===== config.mk =====
export PLATFORM = sky130hd
export DESIGN_NAME = bcu_top
export DESIGN_NICKNAME = d
export VERILOG_FILES = /design/src/design/bcu_pkg.sv /design/src/design/bcu_top.sv /design/src/design/bcu_regfile.sv /design/src/design/bcu_decide.sv
export SDC_FILE = /design/constraint.sdc
export NUM_CORES = 2
export LEC_CHECK = 0
export BUFFER_PORTS_ARGS = -buffer_cell sky130_fd_sc_hd__buf_2
export CORE_ASPECT_RATIO = 1.4
export CORE_MARGIN = 2
export CORE_UTILIZATION = 30
export CTS_CLUSTER_DIAMETER = 30
export DETAILED_ROUTE_END_ITERATION = 12
export HOLD_SLACK_MARGIN = 0.12
export MAX_ROUTING_LAYER = met4
export PLACE_DENSITY = 0.5
export SLEW_MARGIN = 0
export SYNTH_ARGS = -nofsm -noshare
export SYNTH_HDL_FRONTEND = slang
export SYNTH_SLANG_ARGS = --single-unit

===== constraint.sdc =====
create_clock -name aclk -period 4.9 [get_ports aclk]
set_input_delay 0.245 -clock aclk [delete_from_list [all_inputs] [get_ports aclk]]
set_output_delay 0.245 -clock aclk [all_outputs]
set_load 0.05 [all_outputs]

===== src/design/bcu_pkg.sv =====
// Summary of operation
// RL1 - Register field one of a conditional branch is a 4-bit mask ANDed with the condition code.
// RL2 - Branch-on-true branches when any masked bit is set, else falls through.
// RL3 - Branch-on-false branches only when every masked bit is clear.
// RL4 - Branch-on-true opcodes: 42 indexed, 02 register, 20 backward short, 21 forward short.
// RL5 - Branch-on-false opcodes: 43 indexed, 03 register, 22 backward short, 23 forward short.
// RL6 - Register form takes its target from the register named by field two.
// RL7 - Short form adds or subtracts the halfword offset to the instruction pointer.
// RL8 - Programs supply register and indexed targets on a halfword boundary.
// RL9 - Branch-and-link writes the next sequential address into register field one, then branches.
// RL10 - The link target is computed before the link register is written.
// RL11 - Mask bits align with flags carry, overflow, greater, less from high to low.
// RL12 - No branch instruction changes the condition flags.
package bcu_pkg;

  localparam int BCU_DATA_W = 32;
  localparam int BCU_ADDR_W = 8;
  localparam int BCU_GPR_COUNT = 16;
  localparam int BCU_GPR_IDX_W = 4;

  // Register byte offsets on the AXI4-Lite slave.
  localparam logic [7:0] BCU_OFF_CTRL = 8'h00;
  localparam logic [7:0] BCU_OFF_STATUS = 8'h04;
  localparam logic [7:0] BCU_OFF_INSTR = 8'h08;
  localparam logic [7:0] BCU_OFF_LOC = 8'h0C;
  localparam logic [7:0] BCU_OFF_FLAGS = 8'h10;
  localparam logic [7:0] BCU_OFF_STORAGE = 8'h14;
  localparam logic [7:0] BCU_OFF_TARGET = 8'h18;
  localparam logic [1:0] BCU_GPR_REGION = 2'h1;

  // Field positions.
  localparam int BCU_CTRL_GO = 0;
  localparam int BCU_CTRL_LONG_RX = 1;
  localparam int BCU_ST_BUSY = 0;
  localparam int BCU_ST_DONE = 1;
  localparam int BCU_ST_TAKEN = 2;
  localparam int BCU_ST_ILLEGAL = 3;
  localparam int BCU_ST_LINKED = 4;
  localparam int BCU_INSTR_OP_LSB = 24;
  localparam int BCU_INSTR_R1_LSB = 20;
  localparam int BCU_INSTR_R2_LSB = 16;

  localparam logic [1:0] BCU_RESP_OKAY = 2'h0;
  localparam logic [1:0] BCU_RESP_SLVERR = 2'h2;

  // Instruction lengths in bytes.
  localparam logic [31:0] BCU_LEN_HALF = 32'h2;
  localparam logic [31:0] BCU_LEN_RX = 32'h4;
  localparam logic [31:0] BCU_LEN_RX_LONG = 32'h6;

  localparam logic [7:0] BCU_OP_TRUE_RX = 8'h42;
  localparam logic [7:0] BCU_OP_TRUE_RR = 8'h02;
  localparam logic [7:0] BCU_OP_TRUE_BACK = 8'h20;
  localparam logic [7:0] BCU_OP_TRUE_FWD = 8'h21;
  localparam logic [7:0] BCU_OP_FALSE_RX = 8'h43;
  localparam logic [7:0] BCU_OP_FALSE_RR = 8'h03;
  localparam logic [7:0] BCU_OP_FALSE_BACK = 8'h22;
  localparam logic [7:0] BCU_OP_FALSE_FWD = 8'h23;
  localparam logic [7:0] BCU_OP_LINK_RX = 8'h41;
  localparam logic [7:0] BCU_OP_LINK_RR = 8'h01;

  typedef enum logic [2:0] {BCU_IDLE = 3'h1, BCU_FETCH = 3'h2, BCU_EXEC = 3'h4} bcu_state_t;
  typedef enum logic [1:0] {BCU_TEST_NONE, BCU_TEST_TRUE, BCU_TEST_FALSE, BCU_TEST_LINK} bcu_test_t;
  typedef enum logic [1:0] {BCU_FORM_RX, BCU_FORM_RR, BCU_FORM_BACK, BCU_FORM_FWD} bcu_form_t;
  typedef struct packed {
    bcu_test_t test;
    bcu_form_t form;
  } bcu_op_t;

  function automatic bcu_op_t bcu_classify(input logic [7:0] opcode);
    bcu_op_t op;
    op = '{BCU_TEST_NONE, BCU_FORM_RX};
    case (opcode) // [RL4] [RL5]
      BCU_OP_TRUE_RX: op = '{BCU_TEST_TRUE, BCU_FORM_RX};
      BCU_OP_TRUE_RR: op = '{BCU_TEST_TRUE, BCU_FORM_RR};
      BCU_OP_TRUE_BACK: op = '{BCU_TEST_TRUE, BCU_FORM_BACK};
      BCU_OP_TRUE_FWD: op = '{BCU_TEST_TRUE, BCU_FORM_FWD};
      BCU_OP_FALSE_RX: op = '{BCU_TEST_FALSE, BCU_FORM_RX};
      BCU_OP_FALSE_RR: op = '{BCU_TEST_FALSE, BCU_FORM_RR};
      BCU_OP_FALSE_BACK: op = '{BCU_TEST_FALSE, BCU_FORM_BACK};
      BCU_OP_FALSE_FWD: op = '{BCU_TEST_FALSE, BCU_FORM_FWD};
      BCU_OP_LINK_RX: op = '{BCU_TEST_LINK, BCU_FORM_RX};
      BCU_OP_LINK_RR: op = '{BCU_TEST_LINK, BCU_FORM_RR};
      default: op = '{BCU_TEST_NONE, BCU_FORM_RX};
    endcase
    return op;
  endfunction

endpackage


===== src/design/bcu_top.sv =====
// Implementation choices: register access over AXI4-Lite and the placing of the registers.
`timescale 1ns/1ps
module bcu_top import bcu_pkg::*; (
  input wire logic aclk,
  input wire logic aresetn,
  input wire logic [BCU_ADDR_W-1:0] s_axi_awaddr,
  input wire logic [2:0] s_axi_awprot,
  input wire logic s_axi_awvalid,
  output logic s_axi_awready,
  input wire logic [BCU_DATA_W-1:0] s_axi_wdata,
  input wire logic [3:0] s_axi_wstrb,
  input wire logic s_axi_wvalid,
  output logic s_axi_wready,
  output logic [1:0] s_axi_bresp,
  output logic s_axi_bvalid,
  input wire logic s_axi_bready,
  input wire logic [BCU_ADDR_W-1:0] s_axi_araddr,
  input wire logic [2:0] s_axi_arprot,
  input wire logic s_axi_arvalid,
  output logic s_axi_arready,
  output logic [BCU_DATA_W-1:0] s_axi_rdata,
  output logic [1:0] s_axi_rresp,
  output logic s_axi_rvalid,
  input wire logic s_axi_rready,
  output logic busy
);
  typedef struct packed {
    bcu_state_t st;
    logic aw_full;
    logic [BCU_ADDR_W-1:0] awaddr;
    logic w_full;
    logic [31:0] wdata;
    logic [3:0] wstrb;
    logic bvalid;
    logic [1:0] bresp;
    logic rpend;
    logic [BCU_ADDR_W-1:0] araddr;
    logic rvalid;
    logic [1:0] rresp;
    logic [31:0] rdata;
    logic [31:0] instr;
    logic [31:0] instruction_pointer;
    logic [3:0] flags;
    logic [31:0] storage_addr;
    logic [31:0] target;
    logic long_rx;
    logic done;
    logic taken;
    logic illegal;
    logic linked;
  } bcu_regs_t;

  bcu_regs_t r;
  bcu_regs_t next_r;

  logic rf_we;
  logic [BCU_GPR_IDX_W-1:0] rf_waddr;
  logic [31:0] rf_wdata;
  logic [BCU_GPR_IDX_W-1:0] rf_raddr;
  logic [31:0] rf_rdata;
  logic dec_known;
  logic dec_hit;
  logic dec_taken;
  logic dec_link;
  logic [31:0] dec_target;
  logic [31:0] dec_next_seq;
  logic [7:0] opcode;
  logic [3:0] field_one;
  logic [3:0] field_two;
  logic aw_hs;
  logic w_hs;
  logic ar_hs;
  logic wr_fire;
  logic [31:0] status_word;

  function automatic logic is_gpr(input logic [BCU_ADDR_W-1:0] addr);
    return addr[BCU_ADDR_W-1:BCU_ADDR_W-2] == BCU_GPR_REGION;
  endfunction

  function automatic logic [31:0] merge(input logic [31:0] old, input logic [31:0] data, input logic [3:0] strb);
    logic [31:0] res;
    res = old;
    for (int i = 0; i < 4; i++) begin
      if (strb[i]) begin
        res[i*8 +: 8] = data[i*8 +: 8];
      end
    end
    return res;
  endfunction

  assign opcode = r.instr[BCU_INSTR_OP_LSB +: 8];
  assign field_one = r.instr[BCU_INSTR_R1_LSB +: 4];
  assign field_two = r.instr[BCU_INSTR_R2_LSB +: 4];

  // The bus is held off while a branch executes so that the register file has one user.
  assign busy = (r.st != BCU_IDLE);
  assign s_axi_awready = !r.aw_full;
  assign s_axi_wready = !r.w_full;
  assign s_axi_arready = !r.rpend && !r.rvalid && !busy;
  assign aw_hs = s_axi_awvalid && s_axi_awready;
  assign w_hs = s_axi_wvalid && s_axi_wready;
  assign ar_hs = s_axi_arvalid && s_axi_arready;
  assign wr_fire = r.aw_full && r.w_full && !r.bvalid && !busy;
  assign s_axi_bvalid = r.bvalid;
  assign s_axi_bresp = r.bresp;
  assign s_axi_rvalid = r.rvalid;
  assign s_axi_rresp = r.rresp;
  assign s_axi_rdata = r.rdata;

  assign status_word = {27'h0, r.linked, r.illegal, r.taken, r.done, busy};

  bcu_decide u_decide (
    .opcode(opcode),
    .mask(field_one),
    .flags(r.flags),
    .offset(field_two),
    .instruction_pointer(r.instruction_pointer),
    .reg_value(rf_rdata),
    .storage_addr(r.storage_addr),
    .long_rx(r.long_rx),
    .known(dec_known),
    .hit(dec_hit),
    .taken(dec_taken),
    .link(dec_link),
    .target(dec_target),
    .next_seq(dec_next_seq)
  );

  bcu_regfile #(
    .DEPTH(BCU_GPR_COUNT),
    .WIDTH(BCU_DATA_W)
  ) u_regfile (
    .aclk(aclk),
    .aresetn(aresetn),
    .we(rf_we),
    .waddr(rf_waddr),
    .wdata(rf_wdata),
    .raddr(rf_raddr),
    .rdata(rf_rdata)
  );

  always_comb begin
    next_r = r;
    rf_we = 1'b0;
    rf_waddr = r.awaddr[2 +: BCU_GPR_IDX_W];
    rf_wdata = r.wdata;
    rf_raddr = (r.st == BCU_FETCH) ? field_two : s_axi_araddr[2 +: BCU_GPR_IDX_W]; // [RL6]
    if (aw_hs) begin
      next_r.aw_full = 1'b1;
      next_r.awaddr = s_axi_awaddr;
    end
    if (w_hs) begin
      next_r.w_full = 1'b1;
      next_r.wdata = s_axi_wdata;
      next_r.wstrb = s_axi_wstrb;
    end
    if (r.bvalid && s_axi_bready) begin
      next_r.bvalid = 1'b0;
    end
    if (wr_fire) begin
      next_r.aw_full = 1'b0;
      next_r.w_full = 1'b0;
      next_r.bvalid = 1'b1;
      next_r.bresp = BCU_RESP_OKAY;
      if (is_gpr(r.awaddr)) begin
        rf_we = 1'b1;
        // General registers take whole words: byte strobes would need a second read port here.
        rf_wdata = r.wdata;
      end else begin
        case (r.awaddr)
          BCU_OFF_CTRL: begin
            if (r.wstrb[0]) begin
              next_r.long_rx = r.wdata[BCU_CTRL_LONG_RX];
              if (r.wdata[BCU_CTRL_GO]) begin
                next_r.st = BCU_FETCH;
                next_r.done = 1'b0;
                next_r.taken = 1'b0;
                next_r.illegal = 1'b0;
                next_r.linked = 1'b0;
              end
            end
          end
          BCU_OFF_INSTR: next_r.instr = merge(r.instr, r.wdata, r.wstrb);
          BCU_OFF_LOC: next_r.instruction_pointer = merge(r.instruction_pointer, r.wdata, r.wstrb);
          BCU_OFF_FLAGS: begin
            // Only software writes the flags; no branch path assigns them.
            if (r.wstrb[0]) begin
              next_r.flags = r.wdata[3:0]; // [RL12]
            end
          end
          BCU_OFF_STORAGE: next_r.storage_addr = merge(r.storage_addr, r.wdata, r.wstrb);
          BCU_OFF_STATUS, BCU_OFF_TARGET: next_r.bresp = BCU_RESP_OKAY;
          default: next_r.bresp = BCU_RESP_SLVERR;
        endcase
      end
    end
    if (ar_hs) begin
      next_r.rpend = 1'b1;
      next_r.araddr = s_axi_araddr;
    end
    if (r.rpend) begin
      next_r.rpend = 1'b0;
      next_r.rvalid = 1'b1;
      next_r.rresp = BCU_RESP_OKAY;
      if (is_gpr(r.araddr)) begin
        next_r.rdata = rf_rdata;
      end else begin
        case (r.araddr)
          BCU_OFF_CTRL: next_r.rdata = {30'h0, r.long_rx, 1'b0};
          BCU_OFF_STATUS: next_r.rdata = status_word;
          BCU_OFF_INSTR: next_r.rdata = r.instr;
          BCU_OFF_LOC: next_r.rdata = r.instruction_pointer;
          BCU_OFF_FLAGS: next_r.rdata = {28'h0, r.flags};
          BCU_OFF_STORAGE: next_r.rdata = r.storage_addr;
          BCU_OFF_TARGET: next_r.rdata = r.target;
          default: begin
            next_r.rdata = 32'h0;
            next_r.rresp = BCU_RESP_SLVERR;
          end
        endcase
      end
    end else if (r.rvalid && s_axi_rready) begin
      next_r.rvalid = 1'b0;
    end
    case (r.st)
      BCU_IDLE: next_r.st = next_r.st;
      BCU_FETCH: next_r.st = BCU_EXEC;
      BCU_EXEC: begin
        // The target is taken from the word read in the fetch cycle, before the link write.
        next_r.st = BCU_IDLE;
        next_r.done = 1'b1;
        next_r.target = dec_target; // [RL10]
        next_r.illegal = !dec_known;
        next_r.taken = dec_known && dec_taken;
        next_r.instruction_pointer = (dec_known && dec_taken) ? dec_target : dec_next_seq; // [RL2] [RL3]
        if (dec_link) begin
          rf_we = 1'b1; // [RL9]
          rf_waddr = field_one;
          rf_wdata = dec_next_seq;
          next_r.linked = 1'b1;
        end
      end
      default: next_r.st = BCU_IDLE;
    endcase
  end

  always_ff @(posedge aclk) begin
    if (!aresetn) begin
      r <= '0;
      r.st <= BCU_IDLE;
    end else begin
      r <= next_r;
    end
  end

  bcu_op_t chk_op;
  logic chk_exec;
  assign chk_op = bcu_classify(opcode);
  assign chk_exec = (r.st == BCU_EXEC);
endmodule


===== src/design/bcu_regfile.sv =====
`timescale 1ns/1ps
module bcu_regfile import bcu_pkg::*; #(
  parameter int DEPTH = BCU_GPR_COUNT,
  parameter int WIDTH = BCU_DATA_W
) (
  input wire logic aclk,
  input wire logic aresetn,
  input wire logic we,
  input wire logic [BCU_GPR_IDX_W-1:0] waddr,
  input wire logic [WIDTH-1:0] wdata,
  input wire logic [BCU_GPR_IDX_W-1:0] raddr,
  output logic [WIDTH-1:0] rdata
);
  if (DEPTH != (1 << BCU_GPR_IDX_W) || WIDTH < 1) begin : g_bad
    $error("bcu_regfile: DEPTH must match the register index width");
  end

  typedef struct packed {
    logic [DEPTH-1:0][WIDTH-1:0] mem;
    logic [WIDTH-1:0] rdata;
  } bcu_rf_t;

  bcu_rf_t r;
  bcu_rf_t next_r;

  // The read returns the old word when it meets a write to the same entry.
  always_comb begin
    next_r = r;
    next_r.rdata = r.mem[raddr];
    if (we) begin
      next_r.mem[waddr] = wdata;
    end
  end

  always_ff @(posedge aclk) begin
    if (!aresetn) begin
      r <= '0;
    end else begin
      r <= next_r;
    end
  end

  assign rdata = r.rdata;
endmodule


===== src/design/bcu_decide.sv =====
`timescale 1ns/1ps
module bcu_decide import bcu_pkg::*; (
  input wire logic [7:0] opcode,
  input wire logic [3:0] mask,
  input wire logic [3:0] flags,
  input wire logic [3:0] offset,
  input wire logic [31:0] instruction_pointer,
  input wire logic [31:0] reg_value,
  input wire logic [31:0] storage_addr,
  input wire logic long_rx,
  output logic known,
  output logic hit,
  output logic taken,
  output logic link,
  output logic [31:0] target,
  output logic [31:0] next_seq
);
  bcu_op_t op;
  logic [31:0] byte_offset;

  always_comb begin
    op = bcu_classify(opcode);
    // Mask bit 3 meets carry and bit 0 meets less, so a plain AND lines them up.
    hit = |(mask & flags); // [RL1] [RL11]
    known = (op.test != BCU_TEST_NONE);
    link = (op.test == BCU_TEST_LINK);
    case (op.test)
      BCU_TEST_TRUE: taken = hit; // [RL2]
      BCU_TEST_FALSE: taken = !hit; // [RL3]
      BCU_TEST_LINK: taken = 1'b1;
      default: taken = 1'b0;
    endcase
    byte_offset = {27'h0, offset, 1'b0};
    case (op.form)
      BCU_FORM_RR: target = reg_value; // [RL6]
      BCU_FORM_BACK: target = instruction_pointer - byte_offset; // [RL7]
      BCU_FORM_FWD: target = instruction_pointer + byte_offset; // [RL7]
      default: target = storage_addr;
    endcase
    // Odd targets are passed on as given; programs keep them halfword aligned.
    case (op.form)
      BCU_FORM_RX: next_seq = instruction_pointer + (long_rx ? BCU_LEN_RX_LONG : BCU_LEN_RX);
      default: next_seq = instruction_pointer + BCU_LEN_HALF;
    endcase
  end
endmodule


======== Word level (Yosys, flattened, before mapping) ========
Cells that the tools add are included.
cells by class
  multiplexer cells ....................... 59
  divide/modulo/power cells ............... 0
  add/subtract/negate cells ............... 4
  $lt $le $gt $ge ......................... 3
  $mul .................................... 0
  bitwise operators ....................... 3
  reduce and logical (&&, ||, !) cells .... 55
  shift operators ......................... 0
  eq/ne operators ......................... 40
operators by type and width
  kind                     number
  $bwmux W512              1
  $mux W32                 10
  $pmux W32 S7             1
  $mux W68                 2
  $bmux W32 S4             1
  $demux W32 S4            1
  $pmux W32 S3             1
  $mux W8                  8
  $reduce_and A4 Y1        14
  $eq A8 B5 Y1 const B     6
  $mux W4                  12
  $pmux W4 S10             1
  $add A32 B2 Y32 const B  1
  $add A32 B32 Y32         1
  $add A32 B5 Y32          1
  $eq A8 B4 Y1 const B     4
  $eq A8 B6 Y1 const B     4
  $sub A32 B5 Y32          1
  $eq A8 B7 Y1 const B     3
  $reduce_bool A2 Y1       11
  $eq A8 B2 Y1 const B     2
  $eq A8 B3 Y1 const B     2
  $logic_not A8 Y1         2
  $mux W3                  5
  25 further kinds         69
storage, ports and cells
  bits in read-only memories .............. 0
  memory bits (writable) .................. 0
  bits in latches ......................... 0
  register bits ........................... 777
  memories ................................ 0
  input port bits ......................... 65

======== Logic depth before layout (Yosys ltp) ========
  word-level depth ........................ 10
  depth in mapped cells ................... 19
  gate-level depth less buffers ........... 14

======== Hierarchy ========
From an unflattened synthesis, not the netlist that was laid out.
unflattened totals
  cell total of the unflattened synthesis .. 4763
  area, all modules ....................... 39072.5 um^2
by module, submodules not included
  module       seq. area each (um^2)  times used  area an instance (um^2)  cells each
  bcu_regfile  10890.4                1           24184.4                  2893
  bcu_top      4624.4                 1           11716.2                  1387
  bcu_decide   0.0                    1           3171.8                   483

======== Least setup slack after synthesis ========
No wires, ideal clock.
  kind .................................... register to register
  start point ............................. register r (netlist bit opcode[2])
  end point ............................... register u_regfile.r[251] in the netlist's numbering
  required time ........................... 4.785 ns
  setup time .............................. 0.115 ns
  setup slack ............................. 0.441 ns
  data arrival time ....................... 4.344 ns
  cell stages (with the launch flop) ...... 19
  cell sequence ........................... dfxtp_1 nor4_2 o211ai_1 buf_2 buf_2 and2_1 nand2b_1 ha_1 fa_1 nand4_1 or3_1 clkbuf_1 or2_2 nor3_1 xor2_1 mux2i_1 clkbuf_1 o21ai_0 and2_1
on the way
  cells in the longest elaborated chain, start to end .. 10
  elaborated cells between the ends (all ways) .. 26
ends and longest elaborated chain
  element                                                             RTL line           source
  from (decl)                                                         bcu_top.sv:53      bcu_regs_t r;
  from (signal assigned)                                              bcu_top.sv:252     r <= next_r;
  $eq A8 B1 Y1, or another cell as far along                          bcu_pkg.sv:73      case (opcode)
  $pmux W4 S10 *                                                      bcu_pkg.sv:73
  $eq A2 B2 Y1                                                        bcu_decide.sv:26   link = (op.test == BCU_TEST_LINK);
  $mux W4                                                             bcu_top.sv:236     if (dec_link) begin
  $mux W4                                                             bcu_top.sv:225     case (r.st)
  $lt A4 B5 Y1 (not written as such) or $ge A4 B1 Y1 (tied branches)  bcu_regfile.sv:31  next_r.mem[waddr] = wdata;
  $logic_and A1 B1 Y1 (not written as such)                           bcu_regfile.sv:31
  $mux W32 (not written as such)                                      bcu_regfile.sv:31
  $demux W32 S4                                                       n/a
  $bwmux W512                                                         bcu_regfile.sv:31
  to (signal assigned)                                                bcu_regfile.sv:39  r <= next_r;
  to (decl)                                                           bcu_regfile.sv:23  bcu_rf_t r;
Every way passes the cells marked *; elsewhere a longest branch is shown, timed or not.
A chain may end at the register's enable or synchronous reset.

======== Worst setup path in the final report ========
  start point ............................. register r (netlist bit opcode[3])
  end point ............................... register r[30] in the netlist's numbering
on the way
  cells in the longest elaborated chain, start to end .. 4
  elaborated cells between the ends (all ways) .. 15
ends and longest elaborated chain
  element                                       RTL line          source
  $eq A8 B1 Y1, or another cell as far along    bcu_pkg.sv:73
  $pmux W4 S10 *                                bcu_pkg.sv:73
  $eq A2 B2 Y1 or $eq A2 B1 Y1 (tied branches)  bcu_decide.sv:34  case (op.form)
  $pmux W32 S3 *                                bcu_decide.sv:34
Marked as above.

==> results.py <==
metrics = {
    "placed_design": {
        "dp_hpwl_um": 88900,
        "gp_congestion": 0.971,
        "portBuffers": 98,
        "placed_area_mm2": 0.0392,
    },
    "global_routing": {
        "grt_pass1_wl_um": 211000,
        "track_usage_pct": 22.6,
        "grt_max_degree": 148,
        "gr-total-overflow": 0,
        "grt_pass1_vias": 33700,
        "antenna_found_initial": 2,
    },
    "logic_synthesis": {
        "synth_edf_count": 0,
        "synth_commonest_cells": "1,260 x nand2_1, 775 x dfxtp_1, 575 x a21oi_1",
        "synth_cells": 4899,
        "yosysTopAreaCell": "dfxtp_1",
        "ys_types": 73,
        "synth_top_area_share_pct": 41.9,
        "synthFlopType": "dfxtp_1",
        "synthArstFlopShare_pct": 0,
        "synth_seq_cells": 775,
        "synth.area.top_cells": "dfxtp_1 42%, nand2_1 13%, a21oi_1 7.8%",
        "ys_seq_area_share_pct": 41.9,
        "yosys_warnings": 0,
        "yosysMostFrequentCell": "nand2_1",
        "netlist_area_mm2": 0.0370,
        "avgSynthCellArea_um2": 7.55,
    },
    "critical_path": {
        "startpoint_type": "flip-flop",
        "cpMostUsedCell": "buf_4",
        "crit_buf_inv": 4,
        "crit_fanout": 9,
        "critPathMaxStageDelay_ns": 0.76,
        "worstPathArrival_ns": 5.41,
        "end_kind": "flip-flop",
        "crit_type": "flip-flop to flip-flop",
        "required_ns": 5.53,
        "crit_path_top_delay_cell": "nor2_1",
        "cp_top_family": "simple AND/OR/NAND/NOR gates",
        "crit_chain": "nor4_2 -> buf_4 -> o211ai_1 -> nor2_1 -> buf_4 -> nor2_1 -> ha_1 -> o21ai_0 -> a211oi_1 -> a211oi_1 -> buf_4 -> or3_1 -> and2_1 -> o21ai_0 -> mux2i_1 -> buf_4 -> o21ai_0",
    },
    "clock_tree": {
        "clock-sinks": 775,
        "cts-root-buf": "clkbuf_16",
        "clkTransAtPathRegs_ns": 0.05,
        "cts_resized": 0,
        "tritoncts": "done",
        "clock_latency_ns": 0.76,
        "clock_path_buffers": 3,
        "cts_max_level": 4,
        "cts_made_buffers": 140,
    },
    "route": {
        "via_per_inst": 5.31,
        "drc_errors": 0,
        "num_vias": 35200,
        "drtAntennaViolNets": 0,
        "drt_pass1_iterations": 7,
        "drtIter0Drc": 2539,
        "wl_per_cell_um": 21.3,
        "routed_wl_um": 142000,
    },
    "sta": {
        "max_clock_freq_ghz": 0.209,
        "hold_viol": 0,
        "fin_crit_sh_pct": 97.5,
        "min_period_ns": 4.78,
        "setup_violations": 0,
        "fin_tns_setup_ns": 0,
        "grt_setup_unrepaired": "no",
        "clock_skew_ns": 0.0227,
        "max_slew.worst_pin.slew_ns": 1.12,
        "relSlewSlack_pct": 25.2,
        "finalMaxSlewViolations": 0,
    },
    "final_layout": {
        "antenna_cells": 0,
        "ff_latch_area_mm2": 0.0155,
        "syn_to_final_growth_pct": 20.6,
        "num-fill-cells": 12800,
        "layout-drive-gt1-share_pct": 11.5,
        "nNetsFinal": 5008,
        "multi_input_area_mm2": 0.0195,
        "fin_area_mm2": 0.0446,
    },
    "pwr": {
        "powerDensity_mw_per_mm2": 387,
        "p_leak_nw": 15.6,
        "worst_ir_drop_vdd_v": 0.000251,
    },
    "min_path": {
        "worstHoldPathType": "input pin to flip-flop",
    },
    "floorplan": {
        "die-area_mm2": 0.126,
        "initial_core_util_pct": 30.2,
        "die_x_um": 301,
        "rows": 152,
        "core-area_mm2": 0.122,
        "fp.dieH_um": 420,
        "io_pins": 107,
    },
    "run": {
        "maxCapViolCount": 0,
    },
    "outcome": {
        "status": "complete, no violations",
    },
}
## registers in the layout (all words and copies together), names as in the netlist
signal	cells
r	179
u_regfile.rdata	32
s_axi_rresp	1
field_two	4
s_axi_bresp	1
s_axi_rdata	32
s_axi_rvalid	1
opcode	8
s_axi_bvalid	1
u_regfile.r	512
field_one	4
## worst paths after layout
path                                       start          endpoint  slack, ns  cells after the start
worst max-delay path                   opcode[3]             r[30]       0.12                     17
worst min-delay path               s_axi_awvalid            r[229]       0.27                      4
worst max register to register         opcode[3]             r[30]       0.12                     17
worst min register to register  u_regfile.r[133]  u_regfile.r[133]       0.45                      2
## worst min-delay path: cells and delay by family
family / cells / cell delay, ns
AND/OR/NAND/NOR: 2 / 0.09
buffers and inverters: 2 / 0.63
## cell type report
class | instances | share of cell area [%]
well taps | 1617 | 4.53
inverters | 31 | 0.278
repair buffers | 332 | 5.89
clock inverters | 69 | 1.89
clock buffers | 184 | 8.86
flip-flops and latches | 775 | 34.8
multi-input cells | 3627 | 43.8
## layer usage
layer  global-route usage, %  share of wire [%]  up-vias
li1                        -                  -    16900
met1                    25.8                 41    17000
met2                    38.8                 50     1049
met3                    3.28                4.6      343
met4                    11.0                5.0        0
met5                       -                  0        -
## cell families (layout without fill, tap and decap cells)
group	count (synthesis)	after routing	share of synthesized area, %
xor gates and xnor gates	50	50	1.18
buffers and inverters	498	616	5.68
AOI/OAI and AO/OA	1394	1394	23.1
adders and majority gates	36	36	1.26
other	1	2	0.0101
DFF	775	775	41.9
and+or+nand+nor	2037	2037	23.8
muxes	108	108	3.04
## cell usage in the layout (no fill, tap or decap), types with 17 or more instances in the layout
master	instances
clkinv_2	17
dlygate4sd3_1	65
ha_1	34
nor2_1	283
nand2_1	1244
nand3_1	107
a211oi_1	249
nor3_1	22
a21oi_1	574
buf_4	152
xor2_1	23
inv_1	30
a311oi_1	67
dfxtp_1	774
a31oi_1	75
buf_2	97
clkbuf_1	19
a221oi_1	56
mux2i_1	82
mux2_2	19
o21a_1	20
buf_12	17
xnor2_1	27
clkbuf_8	22
o21ai_0	234
clkbuf_16	143
a22oi_1	29
nand2_2	18
and2_1	275
## per-stage QoR
step	std cells	util, %	setup WS, ns	power (mW)	hold slack, ns
finish	6635	36.4	0.122	17.3	0.269
global route	6635	36.4	0.0102	17.8	0.269
CTS	6635	36.4	0.266	17.4	0.246
detailed placement	6317	32.0	0.273	7.49	0.443
global placement	6317	32.0	0.314	7.49	0.438
floorplan	4900	-	0.441	7.12	0.361
## what timing repair did
action	4_1_cts	5_1_grt
hold buffers	65	0
endpoints found under the hold margin	104	0
buffers inserted	0	0
## where the power goes
part | switching, mW | internal [mW] | total (mW)
Clock | 3.53 | 6.35 | 9.87
Sequential | 0.0907 | 6.38 | 6.47
Combinational | 0.684 | 0.258 | 0.942
Total | 4.30 | 13.0 | 17.3
No activity file was read; power rests on OpenSTA's default activity.
